$ cat src/lpwr_cfg.svh
// Purpose: Constants for the low-power wait/stop controller
// Assumes: 250 MHz core clock, AXI4-Lite register access
// Notes: Register offsets are byte addresses
`ifndef LPWR_CFG_SVH
`define LPWR_CFG_SVH

// ----------------------------------------
// Register map
// ----------------------------------------
`define LPWR_CTRL_OFS 4'h0
`define LPWR_STAT_OFS 4'h4
`define LPWR_CTRL_DLY_BIT 0
`define LPWR_CTRL_CONVERTER_POWER_UP_BIT 1
`define LPWR_CTRL_WDOFF_BIT 2
`define LPWR_CTRL_RST 32'h0000_0001

// ----------------------------------------
// Timing and bus response codes
// ----------------------------------------
`define LPWR_STAB_CYCLES 16'h1000
`define LPWR_RESP_OKAY 2'h0
`define LPWR_RESP_SLVERR 2'h2

`endif

$ cat src/lpwr_pkg.sv
// Purpose: Types for the low-power wait/stop controller
// Assumes: Included by the controller only
// Notes: State codes are one-hot
package lpwr_pkg;
   typedef enum logic [4:0] {
      ST_RUN   = 5'h01,
      ST_STACK = 5'h02,
      ST_WAIT  = 5'h04,
      ST_STOP  = 5'h08,
      ST_STAB  = 5'h10
   } lp_state_t;
endpackage : lpwr_pkg

$ cat src/lpwr_ctrl.sv
// Purpose: Wait and stop mode sequencing for the core
// Assumes: Core pulses opcode strobes for one cycle; pins are synchronous
// Notes: Osc/clock gating outputs drive the clock tree outside this block
//
// Summary of operation
// [RULE1] Idle opcode stacks registers, then waits for interrupt
// [RULE2] Oscillator runs in wait, core clock off
// [RULE3] Wait repeats reads at stacked condition-code address
// [RULE4] Any unmasked interrupt ends wait
// [RULE5] Timer gated only when global mask and watchdog_off
// [RULE6] Converter_power_up low removes converter current
// [RULE7] Stop enters when halt_block_flag clear, else no-op
// [RULE8] Stop halts every clock and oscillator
// [RULE9] Low on interrupt, nonmaskable or reset wakes
// [RULE10] Pending edge interrupt also ends stop
// [RULE11] Stop keeps state; interrupt wake resumes seamlessly
// [RULE12] Reset wake runs normal reset sequence
// [RULE13] Interrupt pin wakes only with global mask clear
// [RULE14] Nonmaskable wakes always; unmasked gets serviced
// [RULE15] Masked nonmaskable wake continues after stop
// [RULE16] Stabilisation delay on stop exit unless bypassed
// [RULE17] Every reset sets restart_delay_enable
// [RULE18] Delay on power-on reset, not warm reset
// [RULE19] With bypass, system should avoid reset wake
// [RULE20] Nonmaskable service stacks then sets both masks
// [RULE21] Delay is parameterised counter on restarted oscillator
//
// Local design decisions: the register addresses and the AXI4-Lite register port.
`timescale 1ns/100ps
`default_nettype none
`include "lpwr_cfg.svh"

module lpwr_ctrl #(
   parameter int STAB_CYCLES = `LPWR_STAB_CYCLES,
   parameter int STACK_CYCLES = 9
) (
   // Clock and reset
   input wire logic CORE_CLK_IN,
   input wire logic NRST_IN,
   input wire logic POR_IN,
   // Core side
   input wire logic IDLE_OPCODE_IN,
   input wire logic STOP_OPCODE_IN,
   input wire logic HALT_BLOCK_FLAG_IN,
   input wire logic GLOBAL_MASK_IN,
   input wire logic NMI_MASK_IN,
   input wire logic [15:0] CCR_STACK_ADDR_IN,
   input wire logic INT_PENDING_IN,
   input wire logic IRQ_EDGE_PENDING_IN,
   // Pins
   input wire logic IRQ_N_IN,
   input wire logic NMI_REQ_N_IN,
   // Core controls
   output logic CORE_CLK_EN_OUT,
   output logic OSC_EN_OUT,
   output logic TIMER_CLK_EN_OUT,
   output logic ADC_PWR_OUT,
   output logic STACK_REQ_OUT,
   output logic BUS_READ_OUT,
   output logic [15:0] BUS_ADDR_OUT,
   output logic NMI_SERVICE_OUT,
   output logic SET_MASKS_OUT,
   output logic RESUME_OUT,
   output logic CPU_RESET_OUT,
   // AXI4-Lite slave
   input wire logic [3:0] S_AXI_AWADDR,
   input wire logic S_AXI_AWVALID,
   output logic S_AXI_AWREADY,
   input wire logic [31:0] S_AXI_WDATA,
   input wire logic [3:0] S_AXI_WSTRB,
   input wire logic S_AXI_WVALID,
   output logic S_AXI_WREADY,
   output logic [1:0] S_AXI_BRESP,
   output logic S_AXI_BVALID,
   input wire logic S_AXI_BREADY,
   input wire logic [3:0] S_AXI_ARADDR,
   input wire logic S_AXI_ARVALID,
   output logic S_AXI_ARREADY,
   output logic [31:0] S_AXI_RDATA,
   output logic [1:0] S_AXI_RRESP,
   output logic S_AXI_RVALID,
   input wire logic S_AXI_RREADY
);

   initial begin
      if (STAB_CYCLES < 1 || STAB_CYCLES > 65535 || STACK_CYCLES < 1 || STACK_CYCLES > 255)
         $error("lpwr_ctrl: unsupported parameter");
   end

   // ----------------------------------------
   // Registers
   // ----------------------------------------
   lpwr_pkg::lp_state_t state_ff, nxt_state;
   logic [15:0] cnt_ff, nxt_cnt;
   logic [2:0] ctrl_ff;
   logic nmi_svc_ff, nxt_nmi_svc;
   logic resume_ff, nxt_resume;
   logic warm_ff;
   logic aw_ff, w_ff;
   logic [3:0] awaddr_ff;
   logic [31:0] wdata_ff;
   logic [3:0] wstrb_ff;
   logic bvalid_ff, rvalid_ff;
   logic [1:0] bresp_ff, rresp_ff;
   logic [31:0] rdata_ff;

   // ----------------------------------------
   // Wake decode
   // ----------------------------------------
   wire logic dly_en = ctrl_ff[`LPWR_CTRL_DLY_BIT];
   wire logic irq_wake = (!IRQ_N_IN || IRQ_EDGE_PENDING_IN) && !GLOBAL_MASK_IN; // RULE10 RULE13
   wire logic nmi_low = !NMI_REQ_N_IN;
   wire logic stop_wake = irq_wake || nmi_low; // RULE9
   wire logic wait_wake = INT_PENDING_IN || (nmi_low && !NMI_MASK_IN) || irq_wake; // RULE4
   wire logic stop_go = STOP_OPCODE_IN && !HALT_BLOCK_FLAG_IN; // RULE7
   wire logic in_wait = (state_ff == lpwr_pkg::ST_WAIT);
   wire logic in_stop = (state_ff == lpwr_pkg::ST_STOP);

   // ----------------------------------------
   // Mode sequencer
   // ----------------------------------------
   always_comb begin
      nxt_state = state_ff;
      nxt_cnt = cnt_ff;
      nxt_nmi_svc = nmi_svc_ff;
      nxt_resume = 1'b0;
      case (state_ff)
         lpwr_pkg::ST_RUN: begin
            if (IDLE_OPCODE_IN) begin
               nxt_state = lpwr_pkg::ST_STACK; // RULE1
               nxt_cnt = 16'(STACK_CYCLES);
            end else if (stop_go) begin
               nxt_state = lpwr_pkg::ST_STOP; // RULE8
            end
         end
         lpwr_pkg::ST_STACK: begin
            if (cnt_ff <= 16'h0001) nxt_state = lpwr_pkg::ST_WAIT;
            else nxt_cnt = cnt_ff - 16'h0001;
         end
         lpwr_pkg::ST_WAIT: begin
            if (wait_wake) begin
               nxt_state = lpwr_pkg::ST_RUN; // RULE4
               nxt_resume = 1'b1;
            end
         end
         lpwr_pkg::ST_STOP: begin
            if (stop_wake) begin
               // Unmasked nonmaskable gets stacked service, masked one just resumes
               nxt_nmi_svc = nmi_low && !NMI_MASK_IN; // RULE14 RULE15
               nxt_state = dly_en ? lpwr_pkg::ST_STAB : lpwr_pkg::ST_RUN; // RULE16
               nxt_cnt = 16'(STAB_CYCLES);
               nxt_resume = !dly_en;
            end
         end
         lpwr_pkg::ST_STAB: begin
            // Counts on the restarted oscillator clock
            if (cnt_ff <= 16'h0001) begin
               nxt_state = lpwr_pkg::ST_RUN; // RULE21
               nxt_resume = 1'b1;
            end else begin
               nxt_cnt = cnt_ff - 16'h0001;
            end
         end
         default: nxt_state = lpwr_pkg::ST_RUN;
      endcase
      if (state_ff == lpwr_pkg::ST_RUN && nmi_svc_ff) nxt_nmi_svc = 1'b0;
   end

   // Power-on enters the stabilisation wait; a warm reset does not
   always_ff @(posedge CORE_CLK_IN or negedge NRST_IN) begin
      if (!NRST_IN) begin
         state_ff <= lpwr_pkg::ST_RUN;
         cnt_ff <= 16'h0000;
         nmi_svc_ff <= 1'b0;
         resume_ff <= 1'b0;
         warm_ff <= 1'b0;
      end else if (!warm_ff) begin
         warm_ff <= 1'b1;
         state_ff <= POR_IN ? lpwr_pkg::ST_STAB : lpwr_pkg::ST_RUN; // RULE18
         cnt_ff <= 16'(STAB_CYCLES);
      end else begin
         state_ff <= nxt_state;
         cnt_ff <= nxt_cnt;
         nmi_svc_ff <= nxt_nmi_svc;
         resume_ff <= nxt_resume;
      end
   end

   // ----------------------------------------
   // Clock, power and core controls
   // ----------------------------------------
   // Core state is simply frozen by the gated clock, so resume is seamless
   assign CORE_CLK_EN_OUT = (state_ff == lpwr_pkg::ST_RUN) || (state_ff == lpwr_pkg::ST_STACK); // RULE2 RULE11
   assign OSC_EN_OUT = !in_stop; // RULE2 RULE8
   assign TIMER_CLK_EN_OUT = !in_stop && !(in_wait && GLOBAL_MASK_IN && ctrl_ff[`LPWR_CTRL_WDOFF_BIT]); // RULE5
   assign ADC_PWR_OUT = ctrl_ff[`LPWR_CTRL_CONVERTER_POWER_UP_BIT] && !in_stop; // RULE6
   assign STACK_REQ_OUT = (state_ff == lpwr_pkg::ST_STACK); // RULE1
   assign BUS_READ_OUT = in_wait; // RULE3
   assign BUS_ADDR_OUT = in_wait ? CCR_STACK_ADDR_IN : 16'h0000; // RULE3
   assign NMI_SERVICE_OUT = nmi_svc_ff && state_ff == lpwr_pkg::ST_RUN; // RULE14
   assign SET_MASKS_OUT = NMI_SERVICE_OUT; // RULE20
   assign RESUME_OUT = resume_ff;
   assign CPU_RESET_OUT = !warm_ff; // RULE12

   // ----------------------------------------
   // AXI4-Lite slave
   // ----------------------------------------
   wire logic wr_go = aw_ff && w_ff && !bvalid_ff;
   wire logic wr_ctrl = (awaddr_ff == `LPWR_CTRL_OFS);
   wire logic wr_stat = (awaddr_ff == `LPWR_STAT_OFS);
   wire logic rd_ctrl = (S_AXI_ARADDR == `LPWR_CTRL_OFS);
   wire logic rd_stat = (S_AXI_ARADDR == `LPWR_STAT_OFS);
   wire logic [31:0] stat_word = {26'h0, nmi_svc_ff, state_ff};
   assign S_AXI_AWREADY = !aw_ff;
   assign S_AXI_WREADY = !w_ff;
   assign S_AXI_ARREADY = !rvalid_ff;
   assign S_AXI_BVALID = bvalid_ff;
   assign S_AXI_BRESP = bresp_ff;
   assign S_AXI_RVALID = rvalid_ff;
   assign S_AXI_RDATA = rdata_ff;
   assign S_AXI_RRESP = rresp_ff;

   always_ff @(posedge CORE_CLK_IN or negedge NRST_IN) begin
      if (!NRST_IN) begin
         aw_ff <= 1'b0;
         w_ff <= 1'b0;
         awaddr_ff <= 4'h0;
         wdata_ff <= 32'h0;
         wstrb_ff <= 4'h0;
      end else begin
         if (S_AXI_AWVALID && !aw_ff) begin
            aw_ff <= 1'b1;
            awaddr_ff <= S_AXI_AWADDR;
         end else if (wr_go) begin
            aw_ff <= 1'b0;
         end
         if (S_AXI_WVALID && !w_ff) begin
            w_ff <= 1'b1;
            wdata_ff <= S_AXI_WDATA;
            wstrb_ff <= S_AXI_WSTRB;
         end else if (wr_go) begin
            w_ff <= 1'b0;
         end
      end
   end

   always_ff @(posedge CORE_CLK_IN or negedge NRST_IN) begin
      if (!NRST_IN) begin
         ctrl_ff <= 3'(`LPWR_CTRL_RST); // RULE17
         bvalid_ff <= 1'b0;
         bresp_ff <= `LPWR_RESP_OKAY;
         rvalid_ff <= 1'b0;
         rresp_ff <= `LPWR_RESP_OKAY;
         rdata_ff <= 32'h0;
      end else begin
         if (wr_go) begin
            bvalid_ff <= 1'b1;
            bresp_ff <= (wr_ctrl || wr_stat) ? `LPWR_RESP_OKAY : `LPWR_RESP_SLVERR;
            if (wr_ctrl && wstrb_ff[0]) ctrl_ff <= wdata_ff[2:0];
         end else if (S_AXI_BREADY) begin
            bvalid_ff <= 1'b0;
         end
         if (S_AXI_ARVALID && !rvalid_ff) begin
            rvalid_ff <= 1'b1;
            rdata_ff <= rd_ctrl ? {29'h0, ctrl_ff} : (rd_stat ? stat_word : 32'h0);
            rresp_ff <= (rd_ctrl || rd_stat) ? `LPWR_RESP_OKAY : `LPWR_RESP_SLVERR;
         end else if (S_AXI_RREADY) begin
            rvalid_ff <= 1'b0;
         end
      end
   end

   // ----------------------------------------
   // Assertions
   // ----------------------------------------
   AST_STACK_FIRST: assert property (@(posedge CORE_CLK_IN) disable iff (!NRST_IN)
      (warm_ff && state_ff == lpwr_pkg::ST_RUN && IDLE_OPCODE_IN) |=> STACK_REQ_OUT) // RULE1
      else $error("idle opcode did not start stacking");
   AST_OSC_WAIT: assert property (@(posedge CORE_CLK_IN) disable iff (!NRST_IN)
      in_wait |-> (OSC_EN_OUT && !CORE_CLK_EN_OUT)) // RULE2
      else $error("wait clocking wrong");
   AST_WAIT_READ: assert property (@(posedge CORE_CLK_IN) disable iff (!NRST_IN)
      in_wait |-> (BUS_READ_OUT && BUS_ADDR_OUT == CCR_STACK_ADDR_IN)) // RULE3
      else $error("wait bus read missing");
   AST_WAIT_EXIT: assert property (@(posedge CORE_CLK_IN) disable iff (!NRST_IN)
      (in_wait && INT_PENDING_IN) |=> (state_ff == lpwr_pkg::ST_RUN && RESUME_OUT)) // RULE4
      else $error("wait not left on interrupt");
   AST_TIMER_GATE: assert property (@(posedge CORE_CLK_IN) disable iff (!NRST_IN)
      (in_wait && !GLOBAL_MASK_IN) |-> TIMER_CLK_EN_OUT) // RULE5
      else $error("timer gated with mask clear");
   AST_STOP_NOP: assert property (@(posedge CORE_CLK_IN) disable iff (!NRST_IN)
      (warm_ff && state_ff == lpwr_pkg::ST_RUN && STOP_OPCODE_IN && HALT_BLOCK_FLAG_IN
       && !IDLE_OPCODE_IN) |=> state_ff == lpwr_pkg::ST_RUN) // RULE7
      else $error("blocked stop entered stop");
   AST_STOP_CLK: assert property (@(posedge CORE_CLK_IN) disable iff (!NRST_IN)
      in_stop |-> !(OSC_EN_OUT || CORE_CLK_EN_OUT || TIMER_CLK_EN_OUT)) // RULE8
      else $error("clock running in stop");
   AST_IRQ_MASKED: assert property (@(posedge CORE_CLK_IN) disable iff (!NRST_IN)
      (in_stop && GLOBAL_MASK_IN && NMI_REQ_N_IN) |=> in_stop) // RULE13
      else $error("masked interrupt woke stop");
   AST_NMI_MASKED: assert property (@(posedge CORE_CLK_IN) disable iff (!NRST_IN)
      (in_stop && !NMI_REQ_N_IN && NMI_MASK_IN) |=> !nmi_svc_ff) // RULE15
      else $error("masked nonmaskable serviced");
   AST_STAB_LEN: assert property (@(posedge CORE_CLK_IN) disable iff (!NRST_IN)
      (in_stop && stop_wake && dly_en) |=> (state_ff == lpwr_pkg::ST_STAB)[*8]) // RULE16
      else $error("stabilisation delay too short");

   AST_ADC_WAIT: assert property (@(posedge CORE_CLK_IN) disable iff (!NRST_IN)
      (in_wait && !ctrl_ff[`LPWR_CTRL_CONVERTER_POWER_UP_BIT]) |-> !ADC_PWR_OUT) // RULE6
      else $error("converter powered while off");
   AST_EDGE_WAKE: assert property (@(posedge CORE_CLK_IN) disable iff (!NRST_IN)
      (in_stop && IRQ_EDGE_PENDING_IN && !GLOBAL_MASK_IN) |=> !in_stop) // RULE10
      else $error("pending edge did not end stop");
   AST_STOP_HOLD: assert property (@(posedge CORE_CLK_IN) disable iff (!NRST_IN)
      (in_stop && IRQ_N_IN && NMI_REQ_N_IN && !IRQ_EDGE_PENDING_IN) |=> in_stop) // RULE11
      else $error("stop left without wake");
   AST_RESET_SEQ: assert property (@(posedge CORE_CLK_IN) disable iff (!NRST_IN)
      !warm_ff |-> (CPU_RESET_OUT && state_ff == lpwr_pkg::ST_RUN)) // RULE12
      else $error("reset sequence not run");
   AST_DLY_SET: assert property (@(posedge CORE_CLK_IN) disable iff (!NRST_IN)
      !warm_ff |-> dly_en) // RULE17
      else $error("delay enable not set by reset");
   AST_POR_STAB: assert property (@(posedge CORE_CLK_IN) disable iff (!NRST_IN)
      (!warm_ff && POR_IN) |=> state_ff == lpwr_pkg::ST_STAB) // RULE18
      else $error("power-on skipped stabilisation");
   AST_NMI_SVC: assert property (@(posedge CORE_CLK_IN) disable iff (!NRST_IN)
      (in_stop && !NMI_REQ_N_IN && !NMI_MASK_IN) |=> nmi_svc_ff) // RULE14
      else $error("unmasked nonmaskable not serviced");
   AST_BYPASS: assert property (@(posedge CORE_CLK_IN) disable iff (!NRST_IN)
      (in_stop && stop_wake && !dly_en) |=> (state_ff == lpwr_pkg::ST_RUN && RESUME_OUT)) // RULE16
      else $error("bypassed delay still waited");
   AST_SVC_ONCE: assert property (@(posedge CORE_CLK_IN) disable iff (!NRST_IN)
      NMI_SERVICE_OUT |=> !NMI_SERVICE_OUT) // RULE20
      else $error("service request repeated");

   // ----------------------------------------
   // Coverage of the main sequences
   // ----------------------------------------
   COV_WAIT: cover property (@(posedge CORE_CLK_IN) disable iff (!NRST_IN) in_wait ##1 RESUME_OUT);
   COV_POR: cover property (@(posedge CORE_CLK_IN) disable iff (!NRST_IN)
      !warm_ff && POR_IN ##1 state_ff == lpwr_pkg::ST_STAB);
   COV_STOP_NMI: cover property (@(posedge CORE_CLK_IN) disable iff (!NRST_IN)
      in_stop ##1 nmi_svc_ff);
   COV_STOP_FAST: cover property (@(posedge CORE_CLK_IN) disable iff (!NRST_IN)
      in_stop && !dly_en ##1 RESUME_OUT);

endmodule : lpwr_ctrl
`default_nettype wire

$ cat config.mk
export PLATFORM = sky130hd
export DESIGN_NAME = lpwr_ctrl
export DESIGN_NICKNAME = d
export VERILOG_FILES = /design/src/lpwr_pkg.sv /design/src/lpwr_ctrl.sv
export VERILOG_INCLUDE_DIRS = /design/src
export SDC_FILE = /design/constraint.sdc
export NUM_CORES = 1
export LEC_CHECK = 0
export BUFFER_PORTS_ARGS = -buffer_cell sky130_fd_sc_hd__buf_2
export CORE_ASPECT_RATIO = 0.6
export CORE_MARGIN = 3
export CORE_UTILIZATION = 50
export DETAILED_ROUTE_END_ITERATION = 8
export PLACE_DENSITY = 0.86
export SLEW_MARGIN = 10
export SYNTH_ARGS = -nofsm -noshare
export SYNTH_HDL_FRONTEND = slang
export SYNTH_SLANG_ARGS = --single-unit
export TNS_END_PERCENT = 5
$ cat constraint.sdc
create_clock -name CORE_CLK_IN -period 3.93 [get_ports CORE_CLK_IN]
set_clock_uncertainty 0.1 [all_clocks]
set_input_delay 0.1965 -clock CORE_CLK_IN [delete_from_list [all_inputs] [get_ports CORE_CLK_IN]]
set_output_delay 0.1965 -clock CORE_CLK_IN [all_outputs]
set_load 0.01 [all_outputs]
Word level (Yosys, flattened, before mapping)
Index checks and enable logic that the tools add are counted.
{"block": "op_classes", "add_sub_neg": 1, "eq_ne": 15, "order_cmp": 1, "n_reduce_logical": 47, "n_mux": 34}
{"op": "$mux 16", "n": 5}
{"op": "$pmux 16 s3", "n": 1}
{"op": "$mux 5", "n": 9}
{"op": "$pmux 5 s5", "n": 1}
{"op": "$le 16x1->1 const B", "n": 1}
{"op": "$sub 16x1->16 const B", "n": 1}
{"op": "$ne 3x3->1 const B", "n": 5}
{"op": "$logic_and 1x1->1", "n": 14}
{"op": "$logic_not 1->1", "n": 13}
{"op": "$mux 1", "n": 13}
{"op": "$mux 6", "n": 2}
{"op": "$reduce_bool 2->1", "n": 6}
{"op": "$eq 4x3->1 const B", "n": 2}
{"op": "$logic_not 4->1", "n": 2}
{"op": "$logic_or 1x1->1", "n": 7}
{"op": "$eq 5x1->1 const B", "n": 1}
{"op": "$eq 5x2->1 const B", "n": 1}
{"op": "$eq 5x3->1 const B", "n": 1}
{"op": "$eq 5x4->1 const B", "n": 1}
{"op": "$eq 5x5->1 const B", "n": 1}
{"op": "$reduce_and 5->1", "n": 1}
{"op": "$mux 2", "n": 2}
{"op": "$ne 4x2->1 const B", "n": 1}
{"op": "$ne 4x4->1 const B", "n": 1}
{"op": "6 further kinds", "n": 6}
{"block": "totals", "reg_bits": 75, "input_bits": 77, "wordCells": 114}

Depth between registers and ports, before layout
{"block": "depth", "ltp_word": 7, "ltp_mapped": 7, "ltp_nobuf": 7}

Worst setup path after synthesis
OpenSTA, ideal clock, no wires.
{"block": "synth_timing", "kind": "reg-to-reg", "startpoint": "register cnt_ff[4]", "endpoint": "register cnt_ff[0]", "path_slack_ps": 1522, "stages_incl_launch_ff": 7, "t_arrival_ps": 2180, "required_time_ps": 3703, "synth_period_minus_slack_ps": 2408, "path_cell_list": "dfrtp_1 or4_1 buf_2 or3_4 nor3_4 or2_4 mux2_1"}
{"block": "synth_via", "elab_chain_len": 3}
{"element": "start, declared", "line": "lpwr_ctrl.sv:94", "source": "logic [15:0] cnt_ff, nxt_cnt;"}
{"element": "start signal, assigned", "line": "lpwr_ctrl.sv:180", "source": "cnt_ff <= 16'(STAB_CYCLES);"}
{"element": "start signal, assigned", "line": "lpwr_ctrl.sv:183", "source": "cnt_ff <= nxt_cnt;"}
{"element": "$le 16x1->1", "line": "lpwr_ctrl.sv:137, lpwr_ctrl.sv:157"}
{"element": "$ne 3x3->1 (no source line)"}
{"element": "$reduce_and 4->1 (no source line)"}
Every way passes these cells.
A chain may end at the register's enable or synchronous reset.

Worst setup path in the final report
{"block": "layout_timing", "startpoint": "register state_ff[3]", "endpoint": "register cnt_ff[13]"}
{"block": "layout_via", "elab_chain_len": 4, "word_cells_on_any_way": 12, "classes_between": "8 x eq/ne; 2 x mux; 2 x reduce/logical"}
{"element": "start, declared", "line": "lpwr_ctrl.sv:93", "source": "lpwr_pkg::lp_state_t state_ff, nxt_state;"}
{"element": "start signal, assigned", "line": "lpwr_ctrl.sv:172", "source": "state_ff <= lpwr_pkg::ST_RUN;"}
{"element": "start signal, assigned", "line": "lpwr_ctrl.sv:179", "source": "state_ff <= POR_IN ? lpwr_pkg::ST_STAB : lpwr_pkg::ST_RUN;"}
{"element": "start signal, assigned", "line": "lpwr_ctrl.sv:182", "source": "state_ff <= nxt_state;"}
{"element": "$eq 5x2->1 / $eq 5x5->1 (equally long branches)", "line": "lpwr_ctrl.sv:127", "source": "case (state_ff)"}
{"element": "$reduce_or 2->1 (no source line)"}
{"element": "$ne 4x2->1 (no source line), or another cell as far along"}
{"element": "$reduce_and 4->1 (no source line) / $mux 16 (equally long branches)"}
Several ways; a longest one is shown, not always the timed one.

==> flow_metrics.tcl <==
set metrics [dict create \
    start_kind "flop" \
    area_delta_synth_final_pct 18.1 \
    ys.flop_type "dfrtp_1" \
    synthCells 312 \
    synth_top_area_cell "dfrtp_1" \
    cts_hold_buf 5 \
    setup_viol 0 \
    root_buffer "clkbuf_8" \
    cp_num_buf_inv 0 \
    routabilityCongestion 0.906 \
    io_pins 144 \
    drt-total-wl_um 7270 \
    grt_start_max_net_pins 48 \
    endpoint_kind "flop" \
    critPathMaxStageDelay_ps 710 \
    fillers 460 \
    worstSkewPairLatency_ps 310 \
    netlist_top_cells_area "dfrtp_1, buf_4, and2_1, mux2_2, nand2_1" \
    netlist_area_mm2 0.00289 \
    synth_seq_area_share_pct 40.8 \
    die_height_um 64.9 \
    setup-tns-final_ps 0 \
    avgRoutedWirePerCell_um 15.4 \
    drc 0 \
    grt-ovfl-total 0 \
    worstReg2RegEnd "cnt_ff[13]" \
    netlist.area_leader.share_pct 39.0 \
    relSlewSlack_pct 31.8 \
    required_ps 4020 \
    cp_max_fo 15 \
    cts_setup_buffers 0 \
    synth-edff-count 0 \
    fin_crit_ps 2690 \
    reg2regPathDepth 5 \
    utilization_pct 64.3 \
    fmax_ghz 0.371 \
    synth.most_common_cell "dfrtp_1" \
    crit_path_frequent_cell "nand3_1" \
    period_share_pct 68.5 \
    status "finished, violations left" \
    grt_pass1_wl_um 11900 \
    nNetsFinal 473 \
    drv_cap 0 \
    synth_area_per_cell_um2 9.26 \
    netlist-cell-type-count 60 \
    async_flop_share_pct 100 \
    ys_seq_elements 47 \
    rsz0062_at_grt "false" \
    rr_startpoint "state_ff[3]" \
    p_leak_uw 0.00172 \
    die_x_um 104 \
    slew_viol_final 0 \
    portBuffers 83 \
    antenna_cells 0 \
    cts_tree "built" \
    grtUsageMet3_pct 3.88 \
    core_area_mm2 0.00531 \
    htree_levels 2 \
    ir_drop_v 0.000255 \
    max_slew.worst_pin.slew_ps 1020 \
    cp_slowest_cell "o311ai_0" \
    hold_violations 45 \
    holdWs_ps -42.8 \
    cts_inserted_buffers 5 \
    min-delay-path-class "primary input to async pin" \
    rows 20 \
    cp.depth 5 \
    yosys-top-cells-count "dfrtp_1, nand2_1, buf_4" \
    antenna_found_initial 0 \
    power_density_mw_per_mm2 585 \
    busiest_layer "met2" \
    grt_util_met2_pct 37.5 \
    drt_pre_antenna_iters 4 \
    cts_resized 0 \
    dieArea_mm2 0.00676 \
    violations "negative hold slack" \
    cts_sinks 47 \
    r2r_setup_slack_ps 1240 \
    vias 2618 \
    floorplan.initialDensity_pct 54.5 \
    cp_top_family "simple AND/OR/NAND/NOR gates" \
    first_global_vias 2492 \
    path_clk_slew_ps 90 \
    crit_arrival_ps 2790 \
    drtIter0Drc 182 \
    path_cells "nor3_1 > nand3_1 > o311ai_0 > or4_1 > nand3_1" \
    worstSetupPathType "flop to flop" \
    met1_usage_pct 28.9 \
    track_usage_pct 21.8 \
    final_layout_size_suffix_gt1_share_pct 30.1 \
    post-dp-hpwl_um 5400 \
    drtAntennaViolNets 0 \
    clock_path_buffers 2 \
    yosys_warnings 0 \
    via_per_inst 5.55 \
]
-- metrics by stage --
step           setup WS [ps]  total power (uW)  cell area [um2]  std cells
5_1_grt                  885              2130             3410        472
3_5_place_dp            1270              1600             3240        459
2_1_floorplan           1520              1370             2990        339
4_1_cts                 1250              1980             3410        472
3_3_place_gp            1370              1540             3240        459
6_report                1240              1990             3410        472
-- per-layer routing --
| layer | wire [um] | vias up |
|---|---|---|
| li1 | - | 1224 |
| met1 | 3200 | 1261 |
| met2 | 3480 | 123 |
| met3 | 518 | 10 |
| met4 | 66 | 0 |
| met5 | 0 | - |
-- worst max path at each step --
stage	from	endpoint	slack, ps
after floorplan	cnt_ff[4]	cnt_ff[0]	1520
after global placement	cnt_ff[4]	cnt_ff[0]	1370
after detailed placement	state_ff[3]	cnt_ff[0]	1270
after CTS	state_ff[3]	cnt_ff[0]	1250
after global routing	state_ff[3]	cnt_ff[13]	880
final	state_ff[3]	cnt_ff[13]	1240
-- kinds of logic (layout without fill, tap and decap cells) --
logic type / Yosys count / in the layout / share of synthesized area (%)
compound gates: 62 / 62 / 15.7
xor+xnor: 3 / 3 / 0.910
fa+ha+maj: 2 / 2 / 0.866
buf+inv: 53 / 109 / 10.7
flops: 47 / 47 / 40.8
mux: 16 / 16 / 6.11
other cells: 2 / 29 / 0.260
simple gates: 127 / 127 / 24.6
-- final cells by class --
type	count	area [um2]	share of cell area (%)
multi-input cells	239	1500	44.0
repair buffers	89	473	13.9
inverters	12	45.0	1.32
clock buffers	5	68.8	2.02
flip-flops and latches	47	1180	34.6
well taps	77	96.3	2.82
clock inverters	3	47.5	1.39
-- state kept, by name, indices dropped and copies added (netlist names) --
signal        flops
RESUME_OUT        1
S_AXI_BRESP       1
S_AXI_BVALID      1
S_AXI_RDATA       6
S_AXI_RRESP       1
S_AXI_RVALID      1
aw_ff             1
awaddr_ff         4
cnt_ff           16
ctrl_ff           3
nmi_svc_ff        1
state_ff          5
w_ff              1
warm_ff           1
wdata_ff          3
wstrb_ff          1
-- where the power goes --
| part | internal [uW] | switching, uW | leakage, uW |
|---|---|---|---|
| Sequential | 626 | 152 | 0.000598 |
| Clock | 193 | 179 | 0.0000587 |
| Combinational | 354 | 491 | 0.00106 |
| Total | 1170 | 822 | 0.00172 |
-- layout by cell type (no fill, tap or decap), types with 10 or more instances in the layout --
cell type  Yosys  routed
conb_1         2      29
mux2_2        12      12
nand2_1       31      31
and2_1        22      22
buf_2          2      83
o21ai_0       10      10
nand3_1       13      13
nor2_1        13      13
inv_1         12      12
dfrtp_1       45      45
Power figures use the tool's default switching activity.
